**config.mk**
```make
export PLATFORM = sky130hd
export DESIGN_NAME = fsg_guard
export DESIGN_NICKNAME = d
export VERILOG_FILES = /design/src/core/fsg_pkg.sv /design/src/core/fsg_if.sv /design/src/core/fsg_guard.sv /design/src/core/fsg_region_decode.sv /design/src/core/fsg_lock_check.sv
export SDC_FILE = /design/constraint.sdc
export NUM_CORES = 1
export LEC_CHECK = 0
export BUFFER_PORTS_ARGS = -buffer_cell sky130_fd_sc_hd__buf_2
export CAP_MARGIN = 20
export CORE_MARGIN = 2
export CORE_UTILIZATION = 47
export CTS_CLUSTER_DIAMETER = 100
export DETAILED_ROUTE_END_ITERATION = 16
export PLACE_DENSITY = 0.95
export SLEW_MARGIN = 40
export SYNTH_ARGS = -nofsm -noshare
export SYNTH_HDL_FRONTEND = slang
export SYNTH_SLANG_ARGS = --single-unit
```
**constraint.sdc**
```tcl
create_clock -name sys_clk -period 4.46 [get_ports sys_clk]
set_clock_uncertainty 0.1 [all_clocks]
set_input_delay 0.446 -clock sys_clk [delete_from_list [all_inputs] [get_ports sys_clk]]
set_output_delay 0.446 -clock sys_clk [all_outputs]
set_load 0.01 [all_outputs]
```
**src/core/fsg_pkg.sv**
```systemverilog
// Package: constants for the flash self-program guard
package fsg_pkg;
   // ------------------------------------------------------------
   // Register byte offsets
   // ------------------------------------------------------------
   localparam logic [3:0] REG_STATUS = 4'h0;
   localparam logic [3:0] REG_LOCK   = 4'h4;
   localparam logic [3:0] REG_CTRL   = 4'h8;
   // ------------------------------------------------------------
   // Field positions
   // ------------------------------------------------------------
   localparam int ST_BUSY     = 0;
   localparam int ST_ACTIVE   = 1;
   localparam int ST_HALT     = 2;
   localparam int ST_INTDIS   = 3;
   localparam int ST_APP_LO   = 4;
   localparam int ST_BOOT_LO  = 6;
   localparam int LK_APP_LO   = 0;
   localparam int LK_BOOT_LO  = 2;
   localparam int CT_VEC_BOOT = 0;
   localparam int CT_CHIP_ERS = 1;
   localparam int LOCK_HI     = 1;
   localparam int LOCK_LO     = 0;
   // ------------------------------------------------------------
   // Reset values and encodings
   // ------------------------------------------------------------
   localparam logic [1:0]  LOCK_UNPROG = 2'h3;
   localparam logic [31:0] RD_ZERO     = 32'h0;
   localparam logic [2:0]  CMD_BUF_LOAD = 3'h0;
   localparam logic [2:0]  CMD_ERASE    = 3'h1;
   localparam logic [2:0]  CMD_WRITE    = 3'h2;
   localparam logic [2:0]  CMD_LOCK_SET = 3'h3;
   localparam logic [2:0]  CMD_REENABLE = 3'h4;
   typedef enum logic [1:0] {FSG_IDLE, FSG_PROG} fsg_state_t;
endpackage

```
**src/core/fsg_if.sv**
```systemverilog
// Interfaces: region lookup and lock check carriers
`timescale 1ns/1ns
interface fsg_reg_if #(parameter int AW = 14);
   logic [AW-1:0] addr;
   logic [AW-1:0] boot_base;
   logic          in_boot;
   logic          in_halt;
   modport dec (input addr, input boot_base, output in_boot, output in_halt);
   modport usr (output addr, output boot_base, input in_boot, input in_halt);
endinterface

interface fsg_lck_if;
   logic [1:0] app_lock;
   logic [1:0] boot_lock;
   logic       tgt_boot;
   logic       exec_boot;
   logic       vec_boot;
   logic       wr_ok;
   logic       rd_ok;
   logic       int_dis;
   modport chk (input app_lock, input boot_lock, input tgt_boot, input exec_boot,
                input vec_boot, output wr_ok, output rd_ok, output int_dis);
   modport usr (output app_lock, output boot_lock, output tgt_boot, output exec_boot,
                output vec_boot, input wr_ok, input rd_ok, input int_dis);
endinterface

```
**src/core/fsg_guard.sv**
```systemverilog
// Top: flash self-program guard with Avalon-MM register slave
//
// Function
// Programming concurrent-read region keeps CPU running; halting region stays readable.
// Programming the halting region halts the CPU for the whole operation.
// Operation class comes from the target address, not the executing address.
// Software never fetches or reads the concurrent-read region while programmed.
// Software should disable interrupts or move vectors to boot region.
// Boot region always lies inside the halting region for every boot size.
// Busy flag reads one while the concurrent-read region is blocked.
// Software clears busy flag before using concurrent-read region code.
// Lock fields set by software or programming port; only chip erase clears; reset also returns both fields to 11.
// General memory lock modes do not gate self-programming accesses.
// Application lock 11 unrestricted; 10 blocks writes to application region.
// Application lock 00 blocks writes and boot-executed reads of application.
// Application lock 01 blocks boot-executed reads only.
// Application modes 3,4 with boot vectors disable interrupts in application.
// Boot lock 11 unrestricted; 10 blocks writes to boot region.
// Boot lock 00 blocks writes and application-executed reads of boot region.
// Boot lock 01 blocks application-executed reads of boot, writes allowed.
// Boot modes 3,4 with application vectors disable interrupts in boot region.
// Lock bit one means unprogrammed, zero means programmed.
// Store-program erase or write only accepted from the boot region.
// Busy flag set when concurrent-read region erase or write begins.
// Busy cleared by read-reenable after completion or by buffer load.
// A blocked access leaves flash contents and protected region untouched.
//
// The Avalon-MM slave port and the placing of the registers were chosen for this implementation.
`timescale 1ns/1ns
module fsg_guard
   import fsg_pkg::*;
#(
   parameter int            AW          = 14,
   parameter logic [AW-1:0] HALT_BASE   = 14'h3000,
   parameter int            BOOT_MIN_W  = 256,
   parameter int            PROG_CYCLES = 100
) (
   input  wire logic          sys_clk,
   input  wire logic          reset_n,
   input  wire logic [3:0]    avs_address,
   input  wire logic          avs_read,
   input  wire logic          avs_write,
   input  wire logic [31:0]   avs_writedata,
   output      logic [31:0]   avs_readdata,
   output      logic          avs_waitrequest,
   input  wire logic [1:0]    boot_size_fuses,
   input  wire logic [AW-1:0] exec_pc,
   input  wire logic          spm_req,
   input  wire logic [2:0]    spm_cmd,
   input  wire logic [AW-1:0] spm_addr,
   input  wire logic [3:0]    spm_lock_data,
   input  wire logic          lpm_req,
   input  wire logic [AW-1:0] lpm_addr,
   output      logic          lpm_grant,
   output      logic          lpm_deny,
   output      logic          cpu_halt,
   output      logic          region_busy_flag,
   output      logic          fetch_block,
   output      logic          int_disable,
   output      logic          flash_buf_load,
   output      logic          flash_erase,
   output      logic          flash_write,
   output      logic [AW-1:0] flash_page
);
   // ------------------------------------------------------------
   // Elaboration checks
   // ------------------------------------------------------------
   localparam int FLASH_W = 1 << AW;
   localparam int CW      = $clog2(PROG_CYCLES + 1);
   initial begin
      // Largest boot size must still fit above the halting base
      if (BOOT_MIN_W * 8 > FLASH_W - int'(HALT_BASE))
         $error("boot region can exceed halting region");
      if (PROG_CYCLES < 1 || AW < 4)
         $error("unsupported parameter value");
   end
   localparam logic [CW-1:0] PROG_LAST = CW'(PROG_CYCLES - 1);

   // ------------------------------------------------------------
   // State
   // ------------------------------------------------------------
   fsg_state_t    state_r;
   logic [CW-1:0] cnt_r;
   logic [1:0]    app_lock_r;
   logic [1:0]    boot_lock_r;
   logic          vec_boot_r;
   logic          busy_r;
   logic          halt_r;
   logic          fetch_block_r;
   logic          int_dis_r;
   logic          lpm_grant_r;
   logic          lpm_deny_r;
   logic          buf_load_r;
   logic          erase_r;
   logic          write_r;
   logic [AW-1:0] page_r;
   logic          wait_r;
   logic [31:0]   rdata_r;
   logic [AW-1:0] boot_base;

   // Boot size code 11 is the smallest region; it doubles per step down
   assign boot_base = AW'(FLASH_W - (BOOT_MIN_W << (2'h3 - boot_size_fuses)));

   // ------------------------------------------------------------
   // Region lookup and lock checks
   // ------------------------------------------------------------
   fsg_reg_if #(.AW(AW)) tgt_rg ();
   fsg_reg_if #(.AW(AW)) exe_rg ();
   fsg_reg_if #(.AW(AW)) lpm_rg ();
   fsg_lck_if spm_lk ();
   fsg_lck_if lpm_lk ();

   assign tgt_rg.addr      = spm_addr;
   assign tgt_rg.boot_base = boot_base;
   assign exe_rg.addr      = exec_pc;
   assign exe_rg.boot_base = boot_base;
   assign lpm_rg.addr      = lpm_addr;
   assign lpm_rg.boot_base = boot_base;

   fsg_region_decode #(.AW(AW), .HALT_BASE(HALT_BASE)) u_tgt (.r(tgt_rg));
   fsg_region_decode #(.AW(AW), .HALT_BASE(HALT_BASE)) u_exe (.r(exe_rg));
   fsg_region_decode #(.AW(AW), .HALT_BASE(HALT_BASE)) u_lpm (.r(lpm_rg));

   assign spm_lk.app_lock  = app_lock_r;
   assign spm_lk.boot_lock = boot_lock_r;
   assign spm_lk.tgt_boot  = tgt_rg.in_boot;
   assign spm_lk.exec_boot = exe_rg.in_boot;
   assign spm_lk.vec_boot  = vec_boot_r;
   assign lpm_lk.app_lock  = app_lock_r;
   assign lpm_lk.boot_lock = boot_lock_r;
   assign lpm_lk.tgt_boot  = lpm_rg.in_boot;
   assign lpm_lk.exec_boot = exe_rg.in_boot;
   assign lpm_lk.vec_boot  = vec_boot_r;

   fsg_lock_check u_spm_chk (.l(spm_lk));
   fsg_lock_check u_lpm_chk (.l(lpm_lk));

   // ------------------------------------------------------------
   // Request decode
   // ------------------------------------------------------------
   logic idle;
   logic spm_take;
   logic prog_cmd;
   logic start_ok;
   logic done;
   assign idle     = (state_r == FSG_IDLE);
   // Store-program from the application region is ignored outright
   assign spm_take = spm_req && exe_rg.in_boot && idle;
   assign prog_cmd = (spm_cmd == CMD_ERASE) || (spm_cmd == CMD_WRITE);
   // Locked targets are refused before the flash sees anything
   assign start_ok = spm_take && prog_cmd && spm_lk.wr_ok;
   assign done     = (state_r == FSG_PROG) && (cnt_r == PROG_LAST);

   // ------------------------------------------------------------
   // Avalon-MM slave: one wait state, write lands on the release edge
   // ------------------------------------------------------------
   logic bus_req;
   logic wr_hit;
   logic chip_erase;
   assign bus_req    = avs_read || avs_write;
   assign wr_hit     = avs_write && !wait_r;
   assign chip_erase = wr_hit && (avs_address == REG_CTRL)
                       && avs_writedata[CT_CHIP_ERS];

   always_ff @(posedge sys_clk or negedge reset_n) begin
      if (!reset_n) begin
         wait_r <= 1'b1;
      end else begin
         wait_r <= !(bus_req && wait_r);
      end
   end

   always_ff @(posedge sys_clk or negedge reset_n) begin
      if (!reset_n) begin
         rdata_r <= RD_ZERO;
      end else if (avs_read && wait_r) begin
         case (avs_address)
            REG_STATUS: rdata_r <= {24'h0, boot_lock_r, app_lock_r, int_dis_r,
                                    halt_r, !idle, busy_r};
            REG_LOCK:   rdata_r <= {28'h0, boot_lock_r, app_lock_r};
            REG_CTRL:   rdata_r <= {31'h0, vec_boot_r};
            default:    rdata_r <= RD_ZERO;
         endcase
      end
   end

   always_ff @(posedge sys_clk or negedge reset_n) begin
      if (!reset_n) begin
         vec_boot_r <= 1'b0;
      end else if (wr_hit && avs_address == REG_CTRL) begin
         vec_boot_r <= avs_writedata[CT_VEC_BOOT];
      end
   end

   // ------------------------------------------------------------
   // Lock fields: both paths may only program bits, chip erase clears
   // ------------------------------------------------------------
   always_ff @(posedge sys_clk or negedge reset_n) begin
      if (!reset_n) begin
         app_lock_r  <= LOCK_UNPROG;
         boot_lock_r <= LOCK_UNPROG;
      end else if (chip_erase) begin
         app_lock_r  <= LOCK_UNPROG;
         boot_lock_r <= LOCK_UNPROG;
      end else begin
         if (wr_hit && avs_address == REG_LOCK) begin
            app_lock_r  <= app_lock_r & avs_writedata[LK_APP_LO +: 2];
            boot_lock_r <= boot_lock_r & avs_writedata[LK_BOOT_LO +: 2];
         end else if (spm_take && spm_cmd == CMD_LOCK_SET) begin
            app_lock_r  <= app_lock_r & spm_lock_data[LK_APP_LO +: 2];
            boot_lock_r <= boot_lock_r & spm_lock_data[LK_BOOT_LO +: 2];
         end
      end
   end

   // ------------------------------------------------------------
   // Programming sequencer
   // ------------------------------------------------------------
   always_ff @(posedge sys_clk or negedge reset_n) begin
      if (!reset_n) begin
         state_r <= FSG_IDLE;
         cnt_r   <= '0;
         page_r  <= '0;
      end else begin
         case (state_r)
            FSG_IDLE: begin
               if (start_ok) begin
                  state_r <= FSG_PROG;
                  cnt_r   <= '0;
                  page_r  <= spm_addr;
               end
            end
            FSG_PROG: begin
               if (done) begin
                  state_r <= FSG_IDLE;
               end
               cnt_r <= cnt_r + 1'b1;
            end
            default: state_r <= FSG_IDLE;
         endcase
      end
   end

   always_ff @(posedge sys_clk or negedge reset_n) begin
      if (!reset_n) begin
         erase_r    <= 1'b0;
         write_r    <= 1'b0;
         buf_load_r <= 1'b0;
      end else begin
         erase_r    <= start_ok && spm_cmd == CMD_ERASE;
         write_r    <= start_ok && spm_cmd == CMD_WRITE;
         buf_load_r <= spm_take && spm_cmd == CMD_BUF_LOAD;
      end
   end

   // Halt only when the target lies in the halting region
   always_ff @(posedge sys_clk or negedge reset_n) begin
      if (!reset_n) begin
         halt_r <= 1'b0;
      end else if (start_ok) begin
         halt_r <= tgt_rg.in_halt;
      end else if (done) begin
         halt_r <= 1'b0;
      end
   end

   // Busy stays up after completion until software reenables or loads the buffer
   always_ff @(posedge sys_clk or negedge reset_n) begin
      if (!reset_n) begin
         busy_r <= 1'b0;
      end else if (start_ok && !tgt_rg.in_halt) begin
         busy_r <= 1'b1;
      end else if (spm_take && (spm_cmd == CMD_REENABLE || spm_cmd == CMD_BUF_LOAD)) begin
         busy_r <= 1'b0;
      end
   end

   // ------------------------------------------------------------
   // Read gating and interrupt gating
   // ------------------------------------------------------------
   always_ff @(posedge sys_clk or negedge reset_n) begin
      if (!reset_n) begin
         lpm_grant_r   <= 1'b0;
         lpm_deny_r    <= 1'b0;
         fetch_block_r <= 1'b0;
         int_dis_r     <= 1'b0;
      end else begin
         // Reads into the busy region are refused rather than returning junk
         lpm_grant_r   <= lpm_req && lpm_lk.rd_ok && !(busy_r && !lpm_rg.in_halt);
         lpm_deny_r    <= lpm_req && !(lpm_lk.rd_ok && !(busy_r && !lpm_rg.in_halt));
         fetch_block_r <= busy_r && !exe_rg.in_halt;
         int_dis_r     <= spm_lk.int_dis;
      end
   end

   assign avs_readdata     = rdata_r;
   assign avs_waitrequest  = wait_r;
   assign lpm_grant        = lpm_grant_r;
   assign lpm_deny         = lpm_deny_r;
   assign cpu_halt         = halt_r;
   assign region_busy_flag = busy_r;
   assign fetch_block      = fetch_block_r;
   assign int_disable      = int_dis_r;
   assign flash_buf_load   = buf_load_r;
   assign flash_erase      = erase_r;
   assign flash_write      = write_r;
   assign flash_page       = page_r;
endmodule

```
**src/core/fsg_region_decode.sv**
```systemverilog
// Region decode: places an address in the boot and halting regions
`timescale 1ns/1ns
module fsg_region_decode #(
   parameter int            AW        = 14,
   parameter logic [AW-1:0] HALT_BASE = 14'h3000
) (
   fsg_reg_if.dec r
);
   // Classification is by the address handed in, never by who asks
   assign r.in_halt = (r.addr >= HALT_BASE);
   assign r.in_boot = (r.addr >= r.boot_base);
endmodule

```
**src/core/fsg_lock_check.sv**
```systemverilog
// Lock check: write, cross-region read and interrupt gating
`timescale 1ns/1ns
module fsg_lock_check
   import fsg_pkg::*;
(
   fsg_lck_if.chk l
);
   logic [1:0] tgt_lock;
   // Only the two region fields decide; general memory locks are not inputs
   assign tgt_lock = l.tgt_boot ? l.boot_lock : l.app_lock;
   // Low bit zero (modes 2 and 3) forbids writes; zero means programmed
   assign l.wr_ok = tgt_lock[LOCK_LO];
   // High bit zero (modes 3 and 4) forbids reads from the other region
   assign l.rd_ok = (l.tgt_boot == l.exec_boot) || tgt_lock[LOCK_HI];
   // Vectors held in the locked-off region must not be taken
   assign l.int_dis = l.exec_boot ? (!l.boot_lock[LOCK_HI] && !l.vec_boot)
                                  : (!l.app_lock[LOCK_HI] && l.vec_boot);
endmodule

```
Word-level counts from Yosys, hierarchy flattened
Index checks and enable logic that the tools add are counted.
Storage, ports and cells
  flip-flop bits (word level): 70
  input bits: 93
  output and inout port bits: 56
  word-level logic and storage cells: 111
Cells by class
  muxes and demuxes: 19
  equality and inequality tests: 11
  reductions and logical operators: 50
  shifts and indexed selects: 1
  bitwise logic cells: 4
  add/sub/neg operators: 3
  order comparisons: 6
Operators by type and width (number)
  $ge 14x14->1: 3
  $ge 14x14->1 const B: 3
  $logic_and 1x1->1: 25
  $pmux 8 s3: 1
  $mux 2: 9
  $pmux 7 s2: 1
  $shl 9x2->14 const A: 1
  $sub 1x14->14 const A: 1
  $logic_not 1->1: 11
  $and 2x2->2: 4
  $add 7x1->7 const B: 1
  $eq 7x7->1 const B: 1
  $mux 7: 1
  $eq 3x2->1 const B: 2
  $mux 1: 6
  $reduce_and 2->1: 3
  $reduce_bool 2->1: 3
  $eq 4x3->1 const B: 1
  $eq 4x4->1 const B: 1
  $logic_not 4->1: 1
  $logic_or 1x1->1: 4
  $pmux 2 s2: 1
  $eq 3x1->1 const B: 1
  $eq 3x3->1 const B: 1
  other kinds (8): 8

Depth between registers and ports, before layout
Gate-level depths: netlist of run 1.
  depth in word-level cells: 10
  depth in mapped cells: 10
  depth with buffers taken out: 9

Hierarchy
From an unflattened synthesis of run 1, not the netlist that was laid out.
Second synthesis, totals
  cells, all modules: 361
  area, all modules: 3417.0 um^2
By module, submodules not included
  fsg_guard: sequential area each 1132.3 um^2, area each 2264.7 um^2, instances 1, cells an instance 200
  fsg_region_decode: sequential area each 0.0 um^2, area each 351.6 um^2, instances 3, cells an instance 49
  fsg_lock_check: sequential area each 0.0 um^2, area each 48.8 um^2, instances 2, cells an instance 7

Least setup slack after synthesis of run 1
Ideal clock, no wire load.
  path kind: input to register
  start: input port boot_size_fuses[1]
  end: register page_r[10] (netlist: flash_page[10])
  buffers on the path: 1
  data arrival time: 2.469 ns
  setup time: 0.125 ns
  data required time: 4.235 ns
  stages: 10
  setup slack: 1.766 ns
  cell sequence: or2b_1 > ha_1 > inv_1 > ha_1 > o211ai_1 > a2111oi_4 > o21ai_2 > o21ba_2 > buf_4 > mux2_2
Between the ends
  longest elaborated chain between the ends: 9
  elaborated cells on any way between the ends: 11
  those cells by class: add/sub: 2; order compare: 2; shift: 1; mux: 1; reduce/logical: 5
Ends and longest elaborated chain
  from (decl): RTL line fsg_guard.sv:46  | input wire logic [1:0] boot_size_fuses,
  $sub 2x2->2 *: RTL line fsg_guard.sv:102  | assign boot_base = AW'(FLASH_W - (BOOT_MIN_W << (2'h3 - boot_size_fuses)));
  $shl 9x2->14 *: RTL line fsg_guard.sv:102
  $sub 1x14->14 *: RTL line fsg_guard.sv:102
  $ge 14x14->1: RTL line fsg_region_decode.sv:11  | assign r.in_boot = (r.addr >= r.boot_base);
  $logic_and 1x1->1 (2 in series): RTL line fsg_guard.sv:148  | assign spm_take = spm_req && exe_rg.in_boot && idle;
  $logic_and 1x1->1: RTL line fsg_guard.sv:151  | assign start_ok = spm_take && prog_cmd && spm_lk.wr_ok;
  $logic_and 1x1->1 *: RTL line fsg_guard.sv:151
  $reduce_and 2->1 (no line) *
  to (signal assigned): RTL line fsg_guard.sv:230  | page_r <= spm_addr;
  to (decl): RTL line fsg_guard.sv:96  | logic [AW-1:0] page_r;
Mark *: on every way between the ends. The rest lies on a longest branch, timed or not.
A chain may end at the register's enable or synchronous reset.

Worst setup path after layout of run 1
  start: input port boot_size_fuses[1]
  end: register page_r[13] (netlist: flash_page[13])
Same word-level chain as after synthesis.

==> results.rst, run 1 <==
.. list-table::
   :header-rows: 1

   * - Metric
     - Value
   * - Routed Wire Length
     - 5570 um
   * - Worst hold-check slack
     - around 0.042 ns
   * - Area share of the leading cell type in the synthesized netlist
     - about two fifths
   * - Number of warning messages in the yosys log
     - 0
   * - Wire per inst
     - 14.21 um
   * - Vertical die dimension
     - 77.68 um
   * - Startpoint types
     - input port
   * - Number of enable flip-flop cells after synthesis
     - 0
   * - Post-placement setup slack
     - approximately 1.4 ns
   * - Final number of setup-violating endpoints
     - 0
   * - Core Area
     - 5172 um^2
   * - Prevailing post-synth register cell
     - sky130_fd_sc_hd__dfrtp_1
   * - Hold Buf Count CTS
     - 0
   * - # fillers
     - 438
   * - Global-route wire length before repair
     - 9315 um
   * - Overall global routing resource usage
     - between 15 and 20%
   * - Sum of negative setup slack
     - 0 ns
   * - H-Tree Level Count
     - 2
   * - CTS-repair resized insts
     - 0
   * - Ordered cell list for the critical path
     - buf_2, or2b_1, ha_1, inv_1, ha_1, o21ai_0, a21oi_1, nor3b_2, o21bai_4, mux2_2
   * - Max Clock Freq
     - 0.3572 GHz
   * - Longest Clk Path Bufs
     - 2
   * - Distinct cells, synth
     - between 40 and 50
   * - Endpoints failing hold
     - 0
   * - Reg-to-reg critical path startpoint
     - state_r[0]$_DFFE_PN0P_
   * - Number of synthesized register bits
     - 45
   * - CTS sink cnt
     - 45
   * - Post-detail-place hpwl
     - 4470 um
   * - Port Buffers
     - 80
   * - Part of the cycle the worst path needs
     - 62.77%
   * - Largest area contributor in the synthesized netlist
     - sky130_fd_sc_hd__dfrtp_1
   * - Initial antenna violation count
     - 0
   * - Clock power share
     - 28.9%
   * - Compound-cell area share of the yosys netlist
     - 13.44%
   * - Leakage component of the power
     - 0.001589 uW
   * - Max-Slew Margin vs Limit
     - between 60% and 70%
   * - Part of the power in registers
     - a little over half
   * - Min cycle time layout
     - around 2.8 ns
   * - Area taken by flip-flops and latches
     - ~1100 um^2
   * - Row count
     - 26
   * - Area occupied by multi-input gates
     - 1287 um^2
   * - Synth Area in Adders
     - 6.866%
   * - Maximum number of pins on one net before global-route repair
     - 46
   * - Reported net switching power
     - 228.7 uW
   * - Nature of the critical path endpoint
     - register
   * - Number of clock buffers inserted by TritonCTS
     - 5
   * - Family with the most delay on the worst path
     - compound AO/OA/AOI/OAI gates
   * - Vias in the first global route
     - 2034
   * - Detailed router's first-iteration violation count
     - 80
   * - Critical path arrival
     - 2.88 ns
   * - Area share of xor/xnor cells in the synthesized design
     - about 1.4%
   * - Die footprint
     - 6033 um^2
   * - Sw Share
     - 27.75%
   * - Cell with the most instances after synthesis
     - sky130_fd_sc_hd__dfrtp_1
   * - Synthesized cell area
     - 2551 um^2
   * - Share of total power in combinational logic
     - 16.4%
   * - Maximum vdd drop
     - 0.1579 mV
   * - Antenna diode count
     - 0
   * - Unrepaired setup endpoints after global routing
     - no
   * - Transition time at the pin with the least slew margin
     - 0.5514 ns
   * - Cell at the root of the clock tree
     - sky130_fd_sc_hd__clkbuf_8
   * - Flop-to-flop setup slack
     - 2.30 ns
   * - Number of max-slew violations in the final report
     - 0
   * - Fraction of layout instances using a drive strength above 1
     - between 30% and 40%
   * - Worst Path Buf+Inv
     - 2
   * - Classification of the worst setup path
     - input port to register
   * - Total setup buffers inserted after CTS
     - 0
   * - Fraction of the mapped netlist area in simple logic gates
     - approximately 15%
   * - Clock tree from TritonCTS
     - yes
   * - Count of nets after finishing
     - 428
   * - Top cell types by occurrence after synthesis
     - sky130_fd_sc_hd__dfrtp_1, sky130_fd_sc_hd__buf_4, sky130_fd_sc_hd__nand2_1
   * - Top Ports
     - 149
   * - Result of the run
     - finished clean
   * - Initial Utilization
     - 49.32%
   * - Clock transition at the registers of the reported paths
     - 0.08 ns
   * - Clock latency reported for the late side of the worst-skew pair
     - 0.29 ns
   * - Number of maximum-capacitance constraint violations
     - 0
   * - Syn Area/Cell
     - 10.76 um^2
   * - Area Overhead vs Synth
     - 18.05%
   * - Minimum setup slack in the final design
     - 1.660 ns
   * - ANT nets after route
     - 0
   * - Worst path required time
     - about 4.5 ns
   * - Register-to-Register Path Depth
     - 5
   * - Worst flop-to-flop path endpoint
     - flash_page[8]$_DFFE_PN0P_
   * - Via count
     - 2045
   * - Library cell contributing the largest single delay on the critical path
     - sky130_fd_sc_hd__o21bai_4
   * - PwrDens
     - about 270 nW/um^2
   * - Register area share after synthesis
     - 44.38%
   * - Chip width
     - 77.68 um
   * - Max stage delay on crit path
     - 0.49 ns
   * - Number of vias per cell after detailed routing
     - 5.217
   * - Worst hold-check path type
     - input port to asynchronous set/reset pin
   * - Main combinational cell family by area after synthesis
     - simple AND/OR/NAND/NOR gates
   * - Crit-path most repeated cell
     - sky130_fd_sc_hd__ha_1
   * - Length of the first detailed-routing pass in iterations
     - 4
   * - Post-synthesis async set-or-reset flop share
     - 100.0%
   * - Top cells by area, synth
     - sky130_fd_sc_hd__dfrtp_1, sky130_fd_sc_hd__buf_4, sky130_fd_sc_hd__ha_1, sky130_fd_sc_hd__dfstp_2, sky130_fd_sc_hd__mux2_4
   * - Synthesized instance count
     - 237
   * - DRC Markers
     - 0
   * - Weighted congestion at the end of routability-driven global placement
     - between 0.8 and 0.9
   * - Total grt overflow
     - 0
   * - Cell-internal power
     - 595.3 uW
   * - Multiplexer fraction of the synthesized cell area
     - between 10% and 20%
   * - Largest driver fanout on the critical path
     - 13
worst register-to-register path, cell delays in order (launching register included):
cell and delay, ns:
sky130_fd_sc_hd__dfrtp_1 0.53, sky130_fd_sc_hd__nand2b_4 0.24, sky130_fd_sc_hd__a2111oi_4 0.33, sky130_fd_sc_hd__o21ai_2 0.10
sky130_fd_sc_hd__o21ba_2 0.38, sky130_fd_sc_hd__mux2_2 0.37
sequential cells by signal (all words and copies together) (netlist names), 2 cells and up:
signal        count
app_lock_r        2
cnt_r             7
flash_page       14
boot_lock_r       2
avs_readdata      8
layout by cell type (no fill, tap or decap), drive strengths merged, types with 8 or more instances in the layout:
| cell type | n |
|---|---|
| a21oi | 8 |
| buf | 80 |
| mux2 | 15 |
| nor2 | 10 |
| o21ai | 17 |
| conb | 27 |
| nand2 | 25 |
| dfrtp | 40 |
| ha | 14 |
power groups by stage:
| stage | clock [uW] | sequential [uW] | combinational, uW |
|---|---|---|---|
| final | 238 | 451 | 135 |
| after global routing | 267 | 454 | 151 |
| after CTS | 246 | 451 | 134 |
| after detailed placement | 0 | 459 | 134 |
| after global placement | 0 | 459 | 126 |
| after floorplan | 0 | 457 | 85.8 |
cell families after synthesis:
group	count (synthesis)
and+or+nand+nor	71
AOI/OAI and AO/OA	47
buffers and inverters	34
DFF	45
muxes	21
other	1
adders and majority gates	14
xor gates and xnor gates	4
through the flow:
stage          utilization [%]  total power, uW  cell area [um^2]  std cells
2_1_floorplan                -            542.8              2649        263
3_3_place_gp             56.58            584.2              2927        384
3_5_place_dp             56.63            592.4              2929        384
4_1_cts                  58.22            830.7              3012        392
5_1_grt                  58.22            872.7              3012        392
6_report                 58.22            824.0              3012        392
routing by layer:
metal / vias to the layer above / GRT usage, % / wire, um / share of wire (%)
met4: 0 / 8.393 / 170 / 3.1
li1: 968 / - / - / -
met2: 87 / 33.62 / 2840 / 51
met3: 19 / 4.419 / 351 / 6.3
met1: 971 / 22.64 / 2208 / 40
met5: - / 0 / 0 / 0
cell type report:
class | count | area share [%]
Multi-Input combinational cell | 184 | 42.75
Tap cell | 70 | 2.908
Sequential cell | 45 | 37.60
Clock inverter | 2 | 0.3324
Timing Repair Buffer | 80 | 13.38
Clock buffer | 6 | 2.410
Inverter | 5 | 0.6232
worst max-delay path by stage:
stage	to	depth (start not counted)	start
2_1_floorplan	flash_page[10]$_DFFE_PN0P_	10	boot_size_fuses[1]
5_1_grt	flash_page[13]$_DFFE_PN0P_	10	boot_size_fuses[1]
6_report	flash_page[13]$_DFFE_PN0P_	10	boot_size_fuses[1]
4_1_cts	flash_page[13]$_DFFE_PN0P_	10	boot_size_fuses[1]
3_3_place_gp	flash_page[9]$_DFFE_PN0P_	10	boot_size_fuses[1]
3_5_place_dp	flash_page[13]$_DFFE_PN0P_	10	boot_size_fuses[1]
No activity file was read; power rests on OpenSTA's default activity.
==> run 2, diff against run 1 <==
- CORE_UTILIZATION: 47 -> 40
- PLACE_DENSITY: 0.95 -> 0.88
- clock period: 4.46 -> 2.5 ns (I/O delays scaled with it)
==> run 2 against run 1 <==
Net effect: count of clock-buffer cells in the layout shrank 1; setup slack worse by 1.5 ns; critical path depth is 1 higher; largest cell class unchanged.
==> results.rst, run 2 (synthesized netlist as in run 1, its figures left out) <==
.. list-table::
   :header-rows: 1

   * - Metric
     - Value
   * - Vias in the first global route
     - 2072 (was 2034)
   * - Final core utilization
     - 50.60% (was 58.22%)
   * - Worst path required time
     - 2.59 ns (was 4.54 ns)
   * - Die footprint
     - 7033 um^2 (was 6033 um^2)
   * - Final std cell area, no fill
     - 3158 um^2 (was 3012 um^2)
   * - Transition time at the pin with the least slew margin
     - 0.5568 ns (was 0.5514 ns)
   * - Part of the cycle the worst path needs
     - approximately 95%
   * - Initial antenna violation count
     - 0 (unchanged)
   * - # fillers
     - 569 (was 438)
   * - Wire per inst
     - 13.63 um (was 14.21 um)
   * - Unrepaired setup endpoints after global routing
     - no (unchanged)
   * - Post-detail-place hpwl
     - 4507 um (was 4470 um)
   * - Detailed router's first-iteration violation count
     - 109 (was 80)
   * - Number of maximum-capacitance constraint violations
     - 0 (unchanged)
   * - Row count
     - 29 (was 26)
   * - Core Area
     - 6241 um^2 (was 5172 um^2)
   * - Sum of negative setup slack
     - 0 ns (unchanged)
   * - Family with the most delay on the worst path
     - compound AO/OA/AOI/OAI gates (unchanged)
   * - Hold Buf Count CTS
     - 3 (was 0)
   * - Initial Utilization
     - 40.88% (was 49.32%)
   * - Library cell contributing the largest single delay on the critical path
     - sky130_fd_sc_hd__a2111oi_4 (was sky130_fd_sc_hd__o21bai_4)
   * - CTS sink cnt
     - 45 (unchanged)
   * - Clock tree from TritonCTS
     - yes (unchanged)
   * - Number of vias per cell after detailed routing
     - 5.031 (was 5.217)
   * - Antenna diode count
     - 0 (unchanged)
   * - ANT nets after route
     - 0 (unchanged)
   * - Register-to-Register Path Depth
     - 6 (was 5)
   * - Post-placement setup slack
     - -0.1791 ns (was 1.385 ns)
   * - Startpoint types
     - input port (unchanged)
   * - Worst hold-check path type
     - input port to register (was input port to asynchronous set/reset pin)
   * - Area occupied by multi-input gates
     - 1287 um^2 (unchanged)
   * - Reg-to-reg critical path startpoint
     - state_r[0]$_DFFE_PN0P_ (unchanged)
   * - Total setup buffers inserted after CTS
     - 0 (unchanged)
   * - Via count
     - 2083 (was 2045)
   * - Count of nets after finishing
     - 443 (was 428)
   * - Area Overhead vs Synth
     - 23.79% (was 18.05%)
   * - Max-Slew Margin vs Limit
     - 62.88% (was 63.24%)
   * - Routed Wire Length
     - 5643 um (was 5570 um)
   * - Total grt overflow
     - 0 (unchanged)
   * - Cell at the root of the clock tree
     - sky130_fd_sc_hd__clkbuf_8 (unchanged)
   * - Result of the run
     - finished clean (unchanged)
   * - Routing usage on met3
     - 4.649% (was 4.419%)
   * - Origin of the worst min-delay path
     - lpm_req
   * - Worst Path Buf+Inv
     - 3 (was 2)
   * - Most common cell after layout, fill and taps aside
     - sky130_fd_sc_hd__buf_2 (unchanged)
   * - Met2 global-route usage
     - 29.89% (was 33.62%)
   * - Number of max-slew violations in the final report
     - 0 (unchanged)
   * - Minimum setup slack in the final design
     - 0.1374 ns (was 1.660 ns)
   * - Vertical die dimension
     - 83.86 um (was 77.68 um)
   * - Ordered cell list for the critical path
     - buf_2, or2b_1, ha_1, inv_1, ha_1, o211ai_1, a2111oi_4, o21ai_2, o21bai_4, buf_12, mux2_4 (was buf_2, or2b_1, ha_1, inv_1, ha_1, o21ai_0, a21oi_1, nor3b_2, o21bai_4, mux2_2)
   * - Post-place instance area
     - 3038 um^2 (was 2929 um^2)
   * - Flop-to-flop setup slack
     - 0.64 ns (was 2.30 ns)
   * - Max stage delay on crit path
     - 0.36 ns (was 0.49 ns)
   * - Critical path arrival
     - 2.45 ns (was 2.88 ns)
   * - Number of flip-flops in the largest register
     - 14 (unchanged)
   * - Max Clock Freq
     - 0.4233 GHz
   * - CTS-repair resized insts
     - 0 (unchanged)
   * - Area taken by flip-flops and latches
     - 1132 um^2 (unchanged)
   * - Maximum vdd drop
     - 0.2982 mV (was 0.1579 mV)
   * - Number of cells on the worst hold path
     - 2
   * - Classification of the worst setup path
     - input port to register (unchanged)
   * - Maximum number of pins on one net before global-route repair
     - 26 (was 46)
   * - Chip width
     - 83.86 um (was 77.68 um)
   * - Clock transition at the registers of the reported paths
     - 0.09 ns (was 0.08 ns)
   * - H-Tree Level Count
     - 2 (unchanged)
   * - Nature of the critical path endpoint
     - register (unchanged)
   * - DRC Markers
     - 0 (unchanged)
   * - Port Buffers
     - 80 (unchanged)
   * - Endpoints failing hold
     - 0 (unchanged)
   * - Longest Clk Path Bufs
     - 2 (unchanged)
   * - Top Ports
     - 149 (unchanged)
   * - Length of the first detailed-routing pass in iterations
     - 4 (unchanged)
   * - Overall global routing resource usage
     - 16.83% (was 19.30%)
   * - Number of clock buffers inserted by TritonCTS
     - 5 (unchanged)
   * - Worst flop-to-flop path endpoint
     - flash_page[0]$_DFFE_PN0P_ (was flash_page[8]$_DFFE_PN0P_)
   * - Crit-path most repeated cell
     - sky130_fd_sc_hd__ha_1 (unchanged)
   * - Weighted congestion at the end of routability-driven global placement
     - 0.8714 (was 0.8500)
   * - Min cycle time layout
     - 2.363 ns
   * - Largest driver fanout on the critical path
     - 12 (was 13)
   * - Grt met1 use
     - 20.09% (was 22.64%)
   * - Global-route wire length before repair
     - 9556 um (was 9315 um)
   * - Clock latency reported for the late side of the worst-skew pair
     - 0.30 ns (was 0.29 ns)
   * - Fraction of layout instances using a drive strength above 1
     - 38.28% (was 36.02%)
   * - Routing layer with the top usage in global route
     - met2 (unchanged)
   * - Commonest non-fill, non-tap cells in the layout
     - sky130_fd_sc_hd__buf_2, sky130_fd_sc_hd__dfrtp_1, sky130_fd_sc_hd__conb_1, sky130_fd_sc_hd__nand2_1, sky130_fd_sc_hd__o21ai_0 (unchanged)
   * - PwrDens
     - 480.0 nW/um^2 (was 273.6 nW/um^2)
   * - Leakage component of the power
     - 0.001663 uW (was 0.001589 uW)
   * - Final number of setup-violating endpoints
     - 0 (unchanged)
   * - Terminating pin of the worst hold path
     - lpm_grant$_DFF_PN0_
==> run 2: worst reg2reg max path: stages, from the launching register on <==
cell and delay, ns:
sky130_fd_sc_hd__dfrtp_1 0.41, sky130_fd_sc_hd__nand2b_4 0.17, sky130_fd_sc_hd__a2111oi_4 0.31, sky130_fd_sc_hd__o21ai_2 0.10
sky130_fd_sc_hd__o21bai_4 0.19, sky130_fd_sc_hd__buf_12 0.16, sky130_fd_sc_hd__mux2_4 0.30
==> run 2: stage by stage <==
stage	cells	hold slack, ns	total power (uW)
final	414	0.06572	1516
after global routing	414	0.05598	1609
after CTS	414	0.06108	1533
after detailed placement	403	0.1722	1068
after global placement	403	0.1545	1058
after floorplan	263	-0.1456	968.3
==> run 2: where the power goes <==
group | internal [uW] | total [uW] | switching [uW]
registers | 773 | 808 | 35.8
clock network | 198 | 455 | 257
logic | 107 | 252 | 145
total | 1080 | 1520 | 438
==> run 2: area by class of cell <==
cell class                 count  share of cell area (%)
inverter                       5                  0.5943
clock buffer                   5                   2.179
timing repair buffer          95                   16.88
clock inverter                 3                  0.6735
multi-input combinational    184                   40.77
tap                           77                   3.051
sequential                    45                   35.86
==> run 2: how the worst max path moves through the flow <==
stage	end	start	cells past startpoint
floorplan	flash_page[10]$_DFFE_PN0P_	boot_size_fuses[1]	10
detailed placement	flash_page[0]$_DFFE_PN0P_	boot_size_fuses[0]	11
finish	flash_page[0]$_DFFE_PN0P_	boot_size_fuses[0]	11
global placement	flash_page[0]$_DFFE_PN0P_	boot_size_fuses[0]	11
CTS	flash_page[0]$_DFFE_PN0P_	boot_size_fuses[0]	11
global route	flash_page[0]$_DFFE_PN0P_	boot_size_fuses[0]	11
==> run 2: layer usage <==
layer	wire, um	share of wire, %	vias to the layer above
li1	-	-	1003
met1	2311	41	1005
met2	2915	52	70
met3	363	6.4	5
met4	52	0.92	0
met5	0	0	-
